`src/rtl/ptp_ts_cfg.svh`:
```
// Purpose: offsets, field positions, reset values and counts of the timestamp unit
// Assumes: included by the unit's design files and by the testbench
// Notes: byte addresses on a 32-bit AXI4-Lite register bus
`ifndef PTP_TS_CFG_SVH
`define PTP_TS_CFG_SVH
// ==========================================================
// Register byte addresses
`define ADDR_AUX_CTRL 8'h00
`define ADDR_TX_CTRL 8'h04
`define ADDR_STATUS 8'h08
`define ADDR_CAP_NS 8'h0C
`define ADDR_CAP_SEC_LO 8'h10
`define ADDR_CAP_SEC_HI 8'h14
// ==========================================================
// Field positions
`define AUX_DIS_SYSTIME_BIT 0
`define TXC_EN_BIT 0
`define TXC_OFF_LSB 16
`define ST_CAP_VALID_BIT 0
`define ST_FULL_DUPLEX_BIT 1
`define ST_ACTIVE_BIT 2
// ==========================================================
// Reset values, counts, CRC constants and bus response codes
`define AUX_DIS_SYSTIME_RST 1'b0
`define TXC_EN_RST 1'b0
`define TXC_OFF_RST 16'h0000
`define TS_BYTES 4'hA
`define CRC_BYTES 2'h3
`define CRC_INIT 32'hFFFFFFFF
`define CRC_POLY 32'hEDB88320
`define AXI_OKAY 2'h0
`define AXI_SLVERR 2'h2
`endif

```
`src/rtl/ptp_ts_pkg.sv`:
```
// Purpose: types shared by the timestamp unit
// Assumes: nothing
// Notes: constants live in ptp_ts_cfg.svh
package ptp_ts_pkg;
    typedef enum logic {TX_DATA, TX_CRC} tx_state_t;
    typedef logic [79:0] stamp_t;
endpackage : ptp_ts_pkg

```
`src/rtl/crc32_byte.sv`:
```
// Purpose: one byte step of the reflected Ethernet frame CRC
// Assumes: byte enters least significant bit first
// Notes: purely combinational
`timescale 1ns/1ns
`default_nettype none
`include "ptp_ts_cfg.svh"
module crc32_byte (
    input wire logic [31:0] crc_in,
    input wire logic [7:0] data,
    output logic [31:0] crc_out
);
    always_comb begin
        logic [31:0] c;
        c = crc_in ^ {24'h000000, data};
        for (int i = 0; i < 8; i++) begin
            c = c[0] ? ((c >> 1) ^ `CRC_POLY) : (c >> 1);
        end
        crc_out = c;
    end
endmodule : crc32_byte
`default_nettype wire

```
`src/rtl/ptp_ts_unit.sv`:
```
// Purpose: transmit/receive packet timestamping with one-step insertion
// Assumes: sys_time and the frame streams are on aclk; full_duplex is a pin
// Notes: tx frames enter without CRC; the unit appends it to every frame
//
// The register offsets and the AXI4-Lite slave port were chosen for this implementation.
`timescale 1ns/1ns
`default_nettype none
`include "ptp_ts_cfg.svh"
module ptp_ts_unit
    import ptp_ts_pkg::*;
#(
    parameter int OFF_W = 16
) (
    input wire logic aclk,
    input wire logic aresetn,
    input wire logic [7:0] s_axi_awaddr,
    input wire logic s_axi_awvalid,
    output logic s_axi_awready,
    input wire logic [31:0] s_axi_wdata,
    input wire logic [3:0] s_axi_wstrb,
    input wire logic s_axi_wvalid,
    output logic s_axi_wready,
    output logic [1:0] s_axi_bresp,
    output logic s_axi_bvalid,
    input wire logic s_axi_bready,
    input wire logic [7:0] s_axi_araddr,
    input wire logic s_axi_arvalid,
    output logic s_axi_arready,
    output logic [31:0] s_axi_rdata,
    output logic [1:0] s_axi_rresp,
    output logic s_axi_rvalid,
    input wire logic s_axi_rready,
    input wire logic [79:0] sys_time,
    input wire logic full_duplex,
    input wire logic [7:0] tx_in_data,
    input wire logic tx_in_valid,
    input wire logic tx_in_last,
    input wire logic two_step_capture_flag,
    input wire logic one_step_insert_flag,
    output logic tx_in_ready,
    output logic [7:0] tx_out_data,
    output logic tx_out_valid,
    output logic tx_out_last,
    input wire logic tx_out_ready,
    input wire logic rx_in_valid,
    input wire logic rx_in_first,
    input wire logic rx_in_last,
    input wire logic rx_in_event,
    output logic [79:0] rx_post_time,
    output logic rx_post_valid,
    input wire logic rx_post_ready
);
    if (OFF_W < 4 || OFF_W > 16) begin : g_chk
        $error("OFF_W must lie in 4..16");
    end

    // Byte k of the stamp, most significant byte first
    function automatic logic [7:0] ts_byte(input stamp_t ts, input logic [3:0] k);
        stamp_t s;
        s = ts << {k, 3'b000};
        return s[79:72];
    endfunction : ts_byte

    // ==========================================================
    // Registers and link state
    logic dis_systime_ff, tx_en_ff, cap_valid_ff;
    logic [OFF_W-1:0] offset_ff;
    stamp_t cap_ff;
    logic fd_meta_ff, fd_ff;
    logic active;

    always_ff @(posedge aclk) begin
        if (!aresetn) begin
            fd_meta_ff <= 1'b0;
            fd_ff <= 1'b0;
        end else begin
            fd_meta_ff <= full_duplex;
            fd_ff <= fd_meta_ff;
        end
    end

    // Speed plays no part here; sampling works at any rate
    assign active = fd_ff && !dis_systime_ff;

    // ==========================================================
    // AXI4-Lite write channel
    logic aw_held_ff, w_held_ff;
    logic [7:0] awaddr_ff;
    logic [31:0] wdata_ff;
    logic [3:0] wstrb_ff;
    logic do_write, wr_ok;

    assign do_write = aw_held_ff && w_held_ff && !s_axi_bvalid;
    assign wr_ok = awaddr_ff == `ADDR_AUX_CTRL || awaddr_ff == `ADDR_TX_CTRL
        || awaddr_ff == `ADDR_STATUS;

    always_ff @(posedge aclk) begin
        if (!aresetn) begin
            aw_held_ff <= 1'b0;
            w_held_ff <= 1'b0;
            awaddr_ff <= 8'h00;
            wdata_ff <= 32'h00000000;
            wstrb_ff <= 4'h0;
            s_axi_awready <= 1'b1;
            s_axi_wready <= 1'b1;
            s_axi_bvalid <= 1'b0;
            s_axi_bresp <= `AXI_OKAY;
        end else begin
            if (s_axi_awvalid && s_axi_awready) begin
                aw_held_ff <= 1'b1;
                awaddr_ff <= s_axi_awaddr;
                s_axi_awready <= 1'b0;
            end
            if (s_axi_wvalid && s_axi_wready) begin
                w_held_ff <= 1'b1;
                wdata_ff <= s_axi_wdata;
                wstrb_ff <= s_axi_wstrb;
                s_axi_wready <= 1'b0;
            end
            if (do_write) begin
                s_axi_bvalid <= 1'b1;
                s_axi_bresp <= wr_ok ? `AXI_OKAY : `AXI_SLVERR;
                aw_held_ff <= 1'b0;
                w_held_ff <= 1'b0;
            end
            if (s_axi_bvalid && s_axi_bready) begin
                s_axi_bvalid <= 1'b0;
                s_axi_awready <= 1'b1;
                s_axi_wready <= 1'b1;
            end
        end
    end

    always_ff @(posedge aclk) begin
        if (!aresetn) begin
            dis_systime_ff <= `AUX_DIS_SYSTIME_RST;
            tx_en_ff <= `TXC_EN_RST;
            offset_ff <= OFF_W'(`TXC_OFF_RST);
        end else if (do_write) begin
            if (awaddr_ff == `ADDR_AUX_CTRL && wstrb_ff[0]) begin
                dis_systime_ff <= wdata_ff[`AUX_DIS_SYSTIME_BIT];
            end
            if (awaddr_ff == `ADDR_TX_CTRL) begin
                if (wstrb_ff[0]) begin
                    tx_en_ff <= wdata_ff[`TXC_EN_BIT];
                end
                if (wstrb_ff[2] || wstrb_ff[3]) begin
                    offset_ff <= wdata_ff[`TXC_OFF_LSB +: OFF_W];
                end
            end
        end
    end

    // ==========================================================
    // AXI4-Lite read channel
    always_ff @(posedge aclk) begin
        if (!aresetn) begin
            s_axi_arready <= 1'b1;
            s_axi_rvalid <= 1'b0;
            s_axi_rdata <= 32'h00000000;
            s_axi_rresp <= `AXI_OKAY;
        end else if (s_axi_arvalid && s_axi_arready) begin
            s_axi_arready <= 1'b0;
            s_axi_rvalid <= 1'b1;
            s_axi_rresp <= `AXI_OKAY;
            s_axi_rdata <= 32'h00000000;
            unique case (s_axi_araddr)
                `ADDR_AUX_CTRL: s_axi_rdata[`AUX_DIS_SYSTIME_BIT] <= dis_systime_ff;
                `ADDR_TX_CTRL: begin
                    s_axi_rdata[`TXC_EN_BIT] <= tx_en_ff;
                    s_axi_rdata[`TXC_OFF_LSB +: OFF_W] <= offset_ff;
                end
                `ADDR_STATUS: begin
                    s_axi_rdata[`ST_CAP_VALID_BIT] <= cap_valid_ff;
                    s_axi_rdata[`ST_FULL_DUPLEX_BIT] <= fd_ff;
                    s_axi_rdata[`ST_ACTIVE_BIT] <= active;
                end
                `ADDR_CAP_NS: s_axi_rdata <= cap_ff[31:0];
                `ADDR_CAP_SEC_LO: s_axi_rdata <= cap_ff[63:32];
                `ADDR_CAP_SEC_HI: s_axi_rdata[15:0] <= cap_ff[79:64];
                default: s_axi_rresp <= `AXI_SLVERR;
            endcase
        end else if (s_axi_rvalid && s_axi_rready) begin
            s_axi_rvalid <= 1'b0;
            s_axi_arready <= 1'b1;
        end
    end

    // ==========================================================
    // Transmit path
    tx_state_t state_ff;
    logic first_ff, one_ff;
    logic [OFF_W-1:0] idx_ff;
    logic [1:0] crc_cnt_ff;
    logic [31:0] crc_ff, crc_src, crc_nxt;
    stamp_t hold_ff, cur_ts;
    logic in_fire, out_fire, cur_one, ins, tx_active;
    logic [OFF_W-1:0] cur_idx, rel;
    logic [7:0] nxt_byte;

    assign tx_active = active && tx_en_ff;
    assign in_fire = tx_in_valid && tx_in_ready;
    assign out_fire = tx_out_valid && tx_out_ready;
    // Stamp taken as the first byte enters the last stage before the PHY
    assign cur_ts = first_ff ? sys_time : hold_ff;
    assign cur_one = first_ff ? (one_step_insert_flag && tx_active) : one_ff;
    assign cur_idx = first_ff ? '0 : idx_ff;
    assign rel = cur_idx - offset_ff;
    assign ins = cur_one && cur_idx >= offset_ff && rel < OFF_W'(`TS_BYTES);
    // Only the stamp bytes change; checksums in the payload stay as sent
    assign nxt_byte = ins ? ts_byte(cur_ts, rel[3:0]) : tx_in_data;
    assign crc_src = first_ff ? `CRC_INIT : crc_ff;

    // CRC runs over the byte after insertion
    crc32_byte u_crc (
        .crc_in(crc_src),
        .data(nxt_byte),
        .crc_out(crc_nxt)
    );

    always_ff @(posedge aclk) begin
        if (!aresetn) begin
            state_ff <= TX_DATA;
            first_ff <= 1'b1;
            one_ff <= 1'b0;
            idx_ff <= '0;
            hold_ff <= '0;
            crc_ff <= `CRC_INIT;
            crc_cnt_ff <= 2'h0;
            tx_in_ready <= 1'b1;
            tx_out_valid <= 1'b0;
            tx_out_last <= 1'b0;
            tx_out_data <= 8'h00;
        end else begin
            unique case (state_ff)
                TX_DATA: begin
                    if (in_fire) begin
                        tx_out_data <= nxt_byte;
                        tx_out_valid <= 1'b1;
                        tx_out_last <= 1'b0;
                        tx_in_ready <= 1'b0;
                        crc_ff <= crc_nxt;
                        hold_ff <= cur_ts;
                        one_ff <= cur_one;
                        // Index saturates; offsets beyond it never match
                        if (cur_idx != '1) begin
                            idx_ff <= cur_idx + 1'b1;
                        end else begin
                            idx_ff <= cur_idx;
                        end
                        first_ff <= tx_in_last;
                        if (tx_in_last) begin
                            state_ff <= TX_CRC;
                            crc_cnt_ff <= 2'h0;
                        end
                    end else if (out_fire) begin
                        tx_out_valid <= 1'b0;
                        tx_in_ready <= 1'b1;
                    end
                end
                TX_CRC: begin
                    if (out_fire || !tx_out_valid) begin
                        if (out_fire && tx_out_last) begin
                            tx_out_valid <= 1'b0;
                            tx_out_last <= 1'b0;
                            tx_in_ready <= 1'b1;
                            state_ff <= TX_DATA;
                        end else begin
                            tx_out_data <= ~crc_ff[{crc_cnt_ff, 3'b000} +: 8];
                            tx_out_valid <= 1'b1;
                            tx_out_last <= crc_cnt_ff == `CRC_BYTES;
                            crc_cnt_ff <= crc_cnt_ff + 2'h1;
                        end
                    end
                end
            endcase
        end
    end

    // ==========================================================
    // Two-step capture; set beats a same-cycle clear
    logic cap_set, cap_clr;
    assign cap_set = in_fire && state_ff == TX_DATA && first_ff
        && two_step_capture_flag && tx_active;
    assign cap_clr = do_write && awaddr_ff == `ADDR_STATUS && wstrb_ff[0]
        && wdata_ff[`ST_CAP_VALID_BIT];

    always_ff @(posedge aclk) begin
        if (!aresetn) begin
            cap_ff <= '0;
            cap_valid_ff <= 1'b0;
        end else if (cap_set) begin
            cap_ff <= sys_time;
            cap_valid_ff <= 1'b1;
        end else if (cap_clr) begin
            cap_valid_ff <= 1'b0;
        end
    end

    // ==========================================================
    // Receive stamp posting; a stamp arriving while one is pending is dropped
    stamp_t rx_stamp_ff;
    logic rx_have_ff;

    always_ff @(posedge aclk) begin
        if (!aresetn) begin
            rx_stamp_ff <= '0;
            rx_have_ff <= 1'b0;
            rx_post_time <= '0;
            rx_post_valid <= 1'b0;
        end else begin
            if (rx_in_valid && rx_in_first) begin
                rx_stamp_ff <= sys_time;
                rx_have_ff <= active;
            end else if (rx_in_valid && rx_in_last) begin
                rx_have_ff <= 1'b0;
            end
            if (rx_post_valid && rx_post_ready) begin
                rx_post_valid <= 1'b0;
            end else if (rx_in_valid && rx_in_last && rx_in_event && rx_have_ff
                    && !rx_in_first && !rx_post_valid) begin
                rx_post_time <= rx_stamp_ff;
                rx_post_valid <= 1'b1;
            end
        end
    end
endmodule : ptp_ts_unit
`default_nettype wire

```
`config.mk`:
```
export PLATFORM = sky130hd
export DESIGN_NAME = ptp_ts_unit
export DESIGN_NICKNAME = d
export VERILOG_FILES = /design/src/rtl/ptp_ts_pkg.sv /design/src/rtl/crc32_byte.sv /design/src/rtl/ptp_ts_unit.sv
export VERILOG_INCLUDE_DIRS = /design/src /design/src/rtl
export SDC_FILE = /design/constraint.sdc
export NUM_CORES = 1
export LEC_CHECK = 0
export BUFFER_PORTS_ARGS = -buffer_cell sky130_fd_sc_hd__buf_2
export CAP_MARGIN = 20
export CORE_MARGIN = 1
export CORE_UTILIZATION = 50
export CTS_BUF_LIST = sky130_fd_sc_hd__clkbuf_16
export DETAILED_ROUTE_END_ITERATION = 8
export PLACE_DENSITY = 0.77
export SYNTH_ARGS = -nofsm -noshare
export SYNTH_HDL_FRONTEND = slang
export SYNTH_SLANG_ARGS = --single-unit
```
`constraint.sdc`:
```
create_clock -name aclk -period 7.1 [get_ports aclk]
set_clock_uncertainty 0.15 [all_clocks]
set_input_delay 0.71 -clock aclk [delete_from_list [all_inputs] [get_ports aclk]]
set_output_delay 0.71 -clock aclk [all_outputs]
set_load 0.05 [all_outputs]
```
==> flow_metrics.tcl <==
set metrics [dict create \
    asyncSetResetFlopFracSynth_pct 0 \
    postLayoutCoreUtil_pct 57.9 \
    synth_xor_area_share_pct 4.26 \
    placeableCoreArea_um2 41900 \
    fin_tns_setup_ns 0 \
    path_delay_family "simple AND/OR/NAND/NOR gates" \
    io-pin-count 291 \
    hold_depth 2 \
    critical_path.n_buffers_inverters 1 \
    synth-warning-count 0 \
    ctsHoldBuffers 0 \
    r2r_end "crc_ff[19]$_SDFFE_PN1P_" \
    cts_root_buf "sky130_fd_sc_hd__clkbuf_16" \
    drc 0 \
    sequential_element_share_of_the_synthesized_area_pct 44.7 \
    avgSynthCellArea_um2 8.17 \
    worstReg2RegStart "first_ff$_SDFFE_PN1P_" \
    placement.cell_area_um2 22800 \
    final_nets 2930 \
    yosys.area_share.simple_pct 21.1 \
    final_period_minus_worst_setup_slack_ns 5.92 \
    postCtsSetupRepairBufs 0 \
    non_filler_cells_final 3328 \
    finish.instance_area_um2 24300 \
    r2r_slack_ns 1.18 \
    worst_hold_startpoint "s_axi_wvalid" \
    clkTransAtPathRegs_ns 0.06 \
    rows 75 \
    critical_path.startpoint_type "flop" \
    ys.flop_type "sky130_fd_sc_hd__dfxtp_1" \
    critPathMostFrequentCell "sky130_fd_sc_hd__a21oi_1" \
    post-route-period-util_pct 83.4 \
    cts_made_buffers 49 \
    vias_in_the_first_global_route 18293 \
    grt_start_max_net_pins 244 \
    hold_class "in2reg" \
    globalRouteTotalUtil_pct 29.1 \
    nFillCells 3711 \
    initial_core_util_pct 50.8 \
    synth_seq_cells 476 \
    drive_gt1_share_pct 16.8 \
    dp_hpwl_mm 44.9 \
    synth.distinct_cells 82 \
    cp_cell_sequence "buf_4, nor2_1, ha_1, a21oi_1, and2_1, a21oi_1, o21a_1, nand4_1, a2111oi_0, and4_1, nand3_1, o21ai_0, xor2_1, xnor3_2, xnor2_1, or4_1, o311a_1" \
    place_congestion 0.965 \
    drt_wl_total_mm 64.8 \
    rsz0062_at_grt "false" \
    muxShareOfSynthArea_pct 7.57 \
    synth_top_family_by_area "simple AND/OR/NAND/NOR gates" \
    timing.final.hold_violations 0 \
    synth_enable_flop_cells 0 \
    critPathMaxFanout 33 \
    synth_area_um2 21300 \
    ir_drop_mv 0.181 \
    tritoncts_clock_tree "done" \
    cts_num_sinks 476 \
    avgRoutedWirePerCell_um 19.5 \
    die-width_um 208 \
    route.vias.total 19571 \
    power.density_nw_per_um2 249 \
    antenna_violations_before_repair 2 \
    max_freq_ghz 0.169 \
    arrival_ns 6.23 \
    wire_length_of_the_first_global_routing_pass_mm 100 \
    slew_of_the_pin_with_the_lowest_slew_margin_ns 1.33 \
    final_max_slew_viol_count 0 \
    clock_path_buffers 3 \
    ctsHtreeMaxLevel 2 \
    port_buffers 272 \
    die_height_um 208 \
    antenna_violation_net_count_after_detailed_routing 0 \
    adder_cell_fraction_of_synth_area_pct 0.987 \
    drtIter0Drc 2151 \
    endpoint_of_the_worst_hold_path "s_axi_wready$_SDFFE_PP1P_" \
    critical-path-slowest-cell "sky130_fd_sc_hd__xnor3_2" \
    report.final.setup_viol 0 \
    synth_cells 2608 \
    path_class "reg2reg" \
    area.growth.synth_to_final_pct 14.1 \
    post_cts_resized 0 \
    drv_cap 0 \
    fp.dieArea_um2 43400 \
    grt.overflow.total 0 \
    critical_path.endpoint_type "flop" \
    place.detailed.instances 3245 \
    mean_number_of_vias_per_cell 5.88 \
    clock_insertion_delay_worst_skew_ns 0.60 \
    post_synthesis_compound_gate_area_fraction_pct 17.0 \
    drt_pass1_iterations 6 \
    p_leak_nw 9.18 \
    critical_path.max_stage_delay_ns 0.58 \
    reg2regPathDepth 17 \
    worst_ep_required_time_ns 7.41 \
    max_slew_margin_pct 11.0 \
    status "completed" \
]
## report_power, final
group	internal [W]	leakage (nW)	switching, W	total (W)
clock	0.00131	0.748	0.00109	0.00240
combinational	0.000284	4.56	0.000492	0.000775
sequential	0.00278	3.87	0.0000788	0.00286
total	0.00438	9.18	0.00166	0.00604
## worst max-delay path by stage
| stage | startpoint | to | slack, ns | cells past startpoint |
|---|---|---|---|---|
| after floorplan | first_ff$_SDFFE_PN1P_ | crc_ff[19]$_SDFFE_PN1P_ | 0.01 | 27 |
| after global placement | first_ff$_SDFFE_PN1P_ | crc_ff[19]$_SDFFE_PN1P_ | 1.31 | 17 |
| final | first_ff$_SDFFE_PN1P_ | crc_ff[19]$_SDFFE_PN1P_ | 1.18 | 17 |
| after detailed placement | first_ff$_SDFFE_PN1P_ | crc_ff[19]$_SDFFE_PN1P_ | 1.28 | 17 |
| after global routing | first_ff$_SDFFE_PN1P_ | crc_ff[19]$_SDFFE_PN1P_ | 0.61 | 17 |
| after CTS | first_ff$_SDFFE_PN1P_ | crc_ff[19]$_SDFFE_PN1P_ | 1.25 | 17 |
## layout by cell type (no fill, tap or decap), drive strengths merged, types with 4 or more instances in the layout
master,n
and3,8
o211ai,29
o21ai,40
o31ai,6
clkbuf,50
a222oi,16
nand3,33
nor3,29
a22oi,8
nand3b,4
nor3b,4
maj3,4
xor2,18
xnor2,67
xnor3,4
nand2,767
clkinv,18
or4,5
a22o,15
or3,7
mux2i,34
nor4,9
and2,11
mux4,49
ha,12
a221oi,15
nand2b,17
a21oi,412
a2111oi,5
nand4,12
a211oi,6
nor2,158
nor2b,19
a31oi,20
mux2,15
o21a,9
dfxtp,476
inv,40
buf,299
## registers in the layout (all words and copies together), names as in the netlist, 3 cells and up
register      cells
idx_ff           16
wstrb_ff          3
tx_out_data       8
cap_ff           80
rx_stamp_ff      80
wdata_ff         17
awaddr_ff         8
s_axi_rdata      32
hold_ff          80
crc_ff           32
rx_post_time     80
offset_ff        16
## synth_stat cells (3+ instances only)
| master | count | share of area, % |
|---|---|---|
| sky130_fd_sc_hd__mux2_2 | 14 | 0.74 |
| sky130_fd_sc_hd__buf_4 | 5 | 0.18 |
| sky130_fd_sc_hd__a22o_1 | 15 | 0.62 |
| sky130_fd_sc_hd__ha_1 | 12 | 0.70 |
| sky130_fd_sc_hd__nand3_1 | 33 | 0.78 |
| sky130_fd_sc_hd__buf_2 | 18 | 0.42 |
| sky130_fd_sc_hd__a211oi_1 | 6 | 0.21 |
| sky130_fd_sc_hd__o21ai_0 | 35 | 0.82 |
| sky130_fd_sc_hd__a221oi_1 | 14 | 0.58 |
| sky130_fd_sc_hd__inv_1 | 29 | 0.51 |
| sky130_fd_sc_hd__a2111oi_4 | 3 | 0.39 |
| sky130_fd_sc_hd__a31oi_1 | 18 | 0.53 |
| sky130_fd_sc_hd__maj3_1 | 4 | 0.19 |
| sky130_fd_sc_hd__mux2i_1 | 34 | 1.6 |
| sky130_fd_sc_hd__xnor2_2 | 7 | 0.53 |
| sky130_fd_sc_hd__nand3b_1 | 4 | 0.14 |
| sky130_fd_sc_hd__xnor3_1 | 3 | 0.32 |
| sky130_fd_sc_hd__o21ai_1 | 4 | 0.094 |
| sky130_fd_sc_hd__nand2b_1 | 17 | 0.50 |
| sky130_fd_sc_hd__nand4_1 | 12 | 0.35 |
| sky130_fd_sc_hd__mux4_2 | 49 | 5.2 |
| sky130_fd_sc_hd__or3_1 | 7 | 0.21 |
| sky130_fd_sc_hd__a21oi_1 | 412 | 9.7 |
| sky130_fd_sc_hd__clkbuf_1 | 171 | 3.0 |
| sky130_fd_sc_hd__nor2_1 | 158 | 2.8 |
| sky130_fd_sc_hd__o21a_1 | 9 | 0.32 |
| sky130_fd_sc_hd__buf_1 | 4 | 0.070 |
| sky130_fd_sc_hd__or4_1 | 4 | 0.14 |
| sky130_fd_sc_hd__nor3_1 | 29 | 0.68 |
| sky130_fd_sc_hd__o31ai_1 | 5 | 0.18 |
| sky130_fd_sc_hd__and3_1 | 8 | 0.23 |
| sky130_fd_sc_hd__and2_1 | 11 | 0.32 |
| sky130_fd_sc_hd__o211ai_1 | 29 | 1.0 |
| sky130_fd_sc_hd__a222oi_1 | 16 | 0.75 |
| sky130_fd_sc_hd__o311ai_0 | 3 | 0.12 |
| sky130_fd_sc_hd__nor4_1 | 9 | 0.26 |
| sky130_fd_sc_hd__nand2_1 | 766 | 13 |
| sky130_fd_sc_hd__xor2_1 | 17 | 0.70 |
| sky130_fd_sc_hd__a22oi_1 | 7 | 0.25 |
| sky130_fd_sc_hd__nor3b_1 | 4 | 0.14 |
| sky130_fd_sc_hd__xnor2_1 | 60 | 2.5 |
| sky130_fd_sc_hd__dfxtp_1 | 476 | 45 |
| sky130_fd_sc_hd__nor2b_1 | 18 | 0.53 |
## metal layers
metal  GRT usage (%)  part of all wire [%]  vias to the layer above
met5               0                 0.039                        -
met4            14.1                   4.6                        4
met3            5.21                   8.3                      165
met2            47.0                    47                      860
met1            37.7                    40                     9376
li1                -                     -                     9166
## kinds of logic (layout without fill, tap and decap cells)
kind of cell,Yosys count,after routing
adders and majority gates,17,17
other,1,3
AOI/OAI and AO/OA,603,603
xor gates and xnor gates,89,89
buffers and inverters,231,410
DFF,476,476
and+or+nand+nor,1093,1093
muxes,98,98
## per-stage QoR
step / setup slack (ns) / hold slack (ns) / total power (W)
6_report: 1.18 / 0.187 / 0.00604
5_1_grt: 0.612 / 0.179 / 0.00625
4_1_cts: 1.25 / 0.173 / 0.00605
3_5_place_dp: 1.28 / 0.281 / 0.00368
2_1_floorplan: 0.0117 / 0.262 / 0.00343
3_3_place_gp: 1.31 / 0.288 / 0.00365
## area by class of cell
| type | instances | area [µm²] | share of cell area (%) |
|---|---|---|---|
| tap | 539 | 674 | 2.78 |
| clock buffer | 50 | 1250 | 5.15 |
| clock inverter | 30 | 215 | 0.886 |
| antenna | 1 | 2.50 | 0.0103 |
| sequential | 476 | 9530 | 39.2 |
| inverter | 31 | 124 | 0.510 |
| timing repair buffer | 299 | 1580 | 6.49 |
| multi-input combinational | 1902 | 10900 | 44.9 |
(Power assumes the default switching activity.)
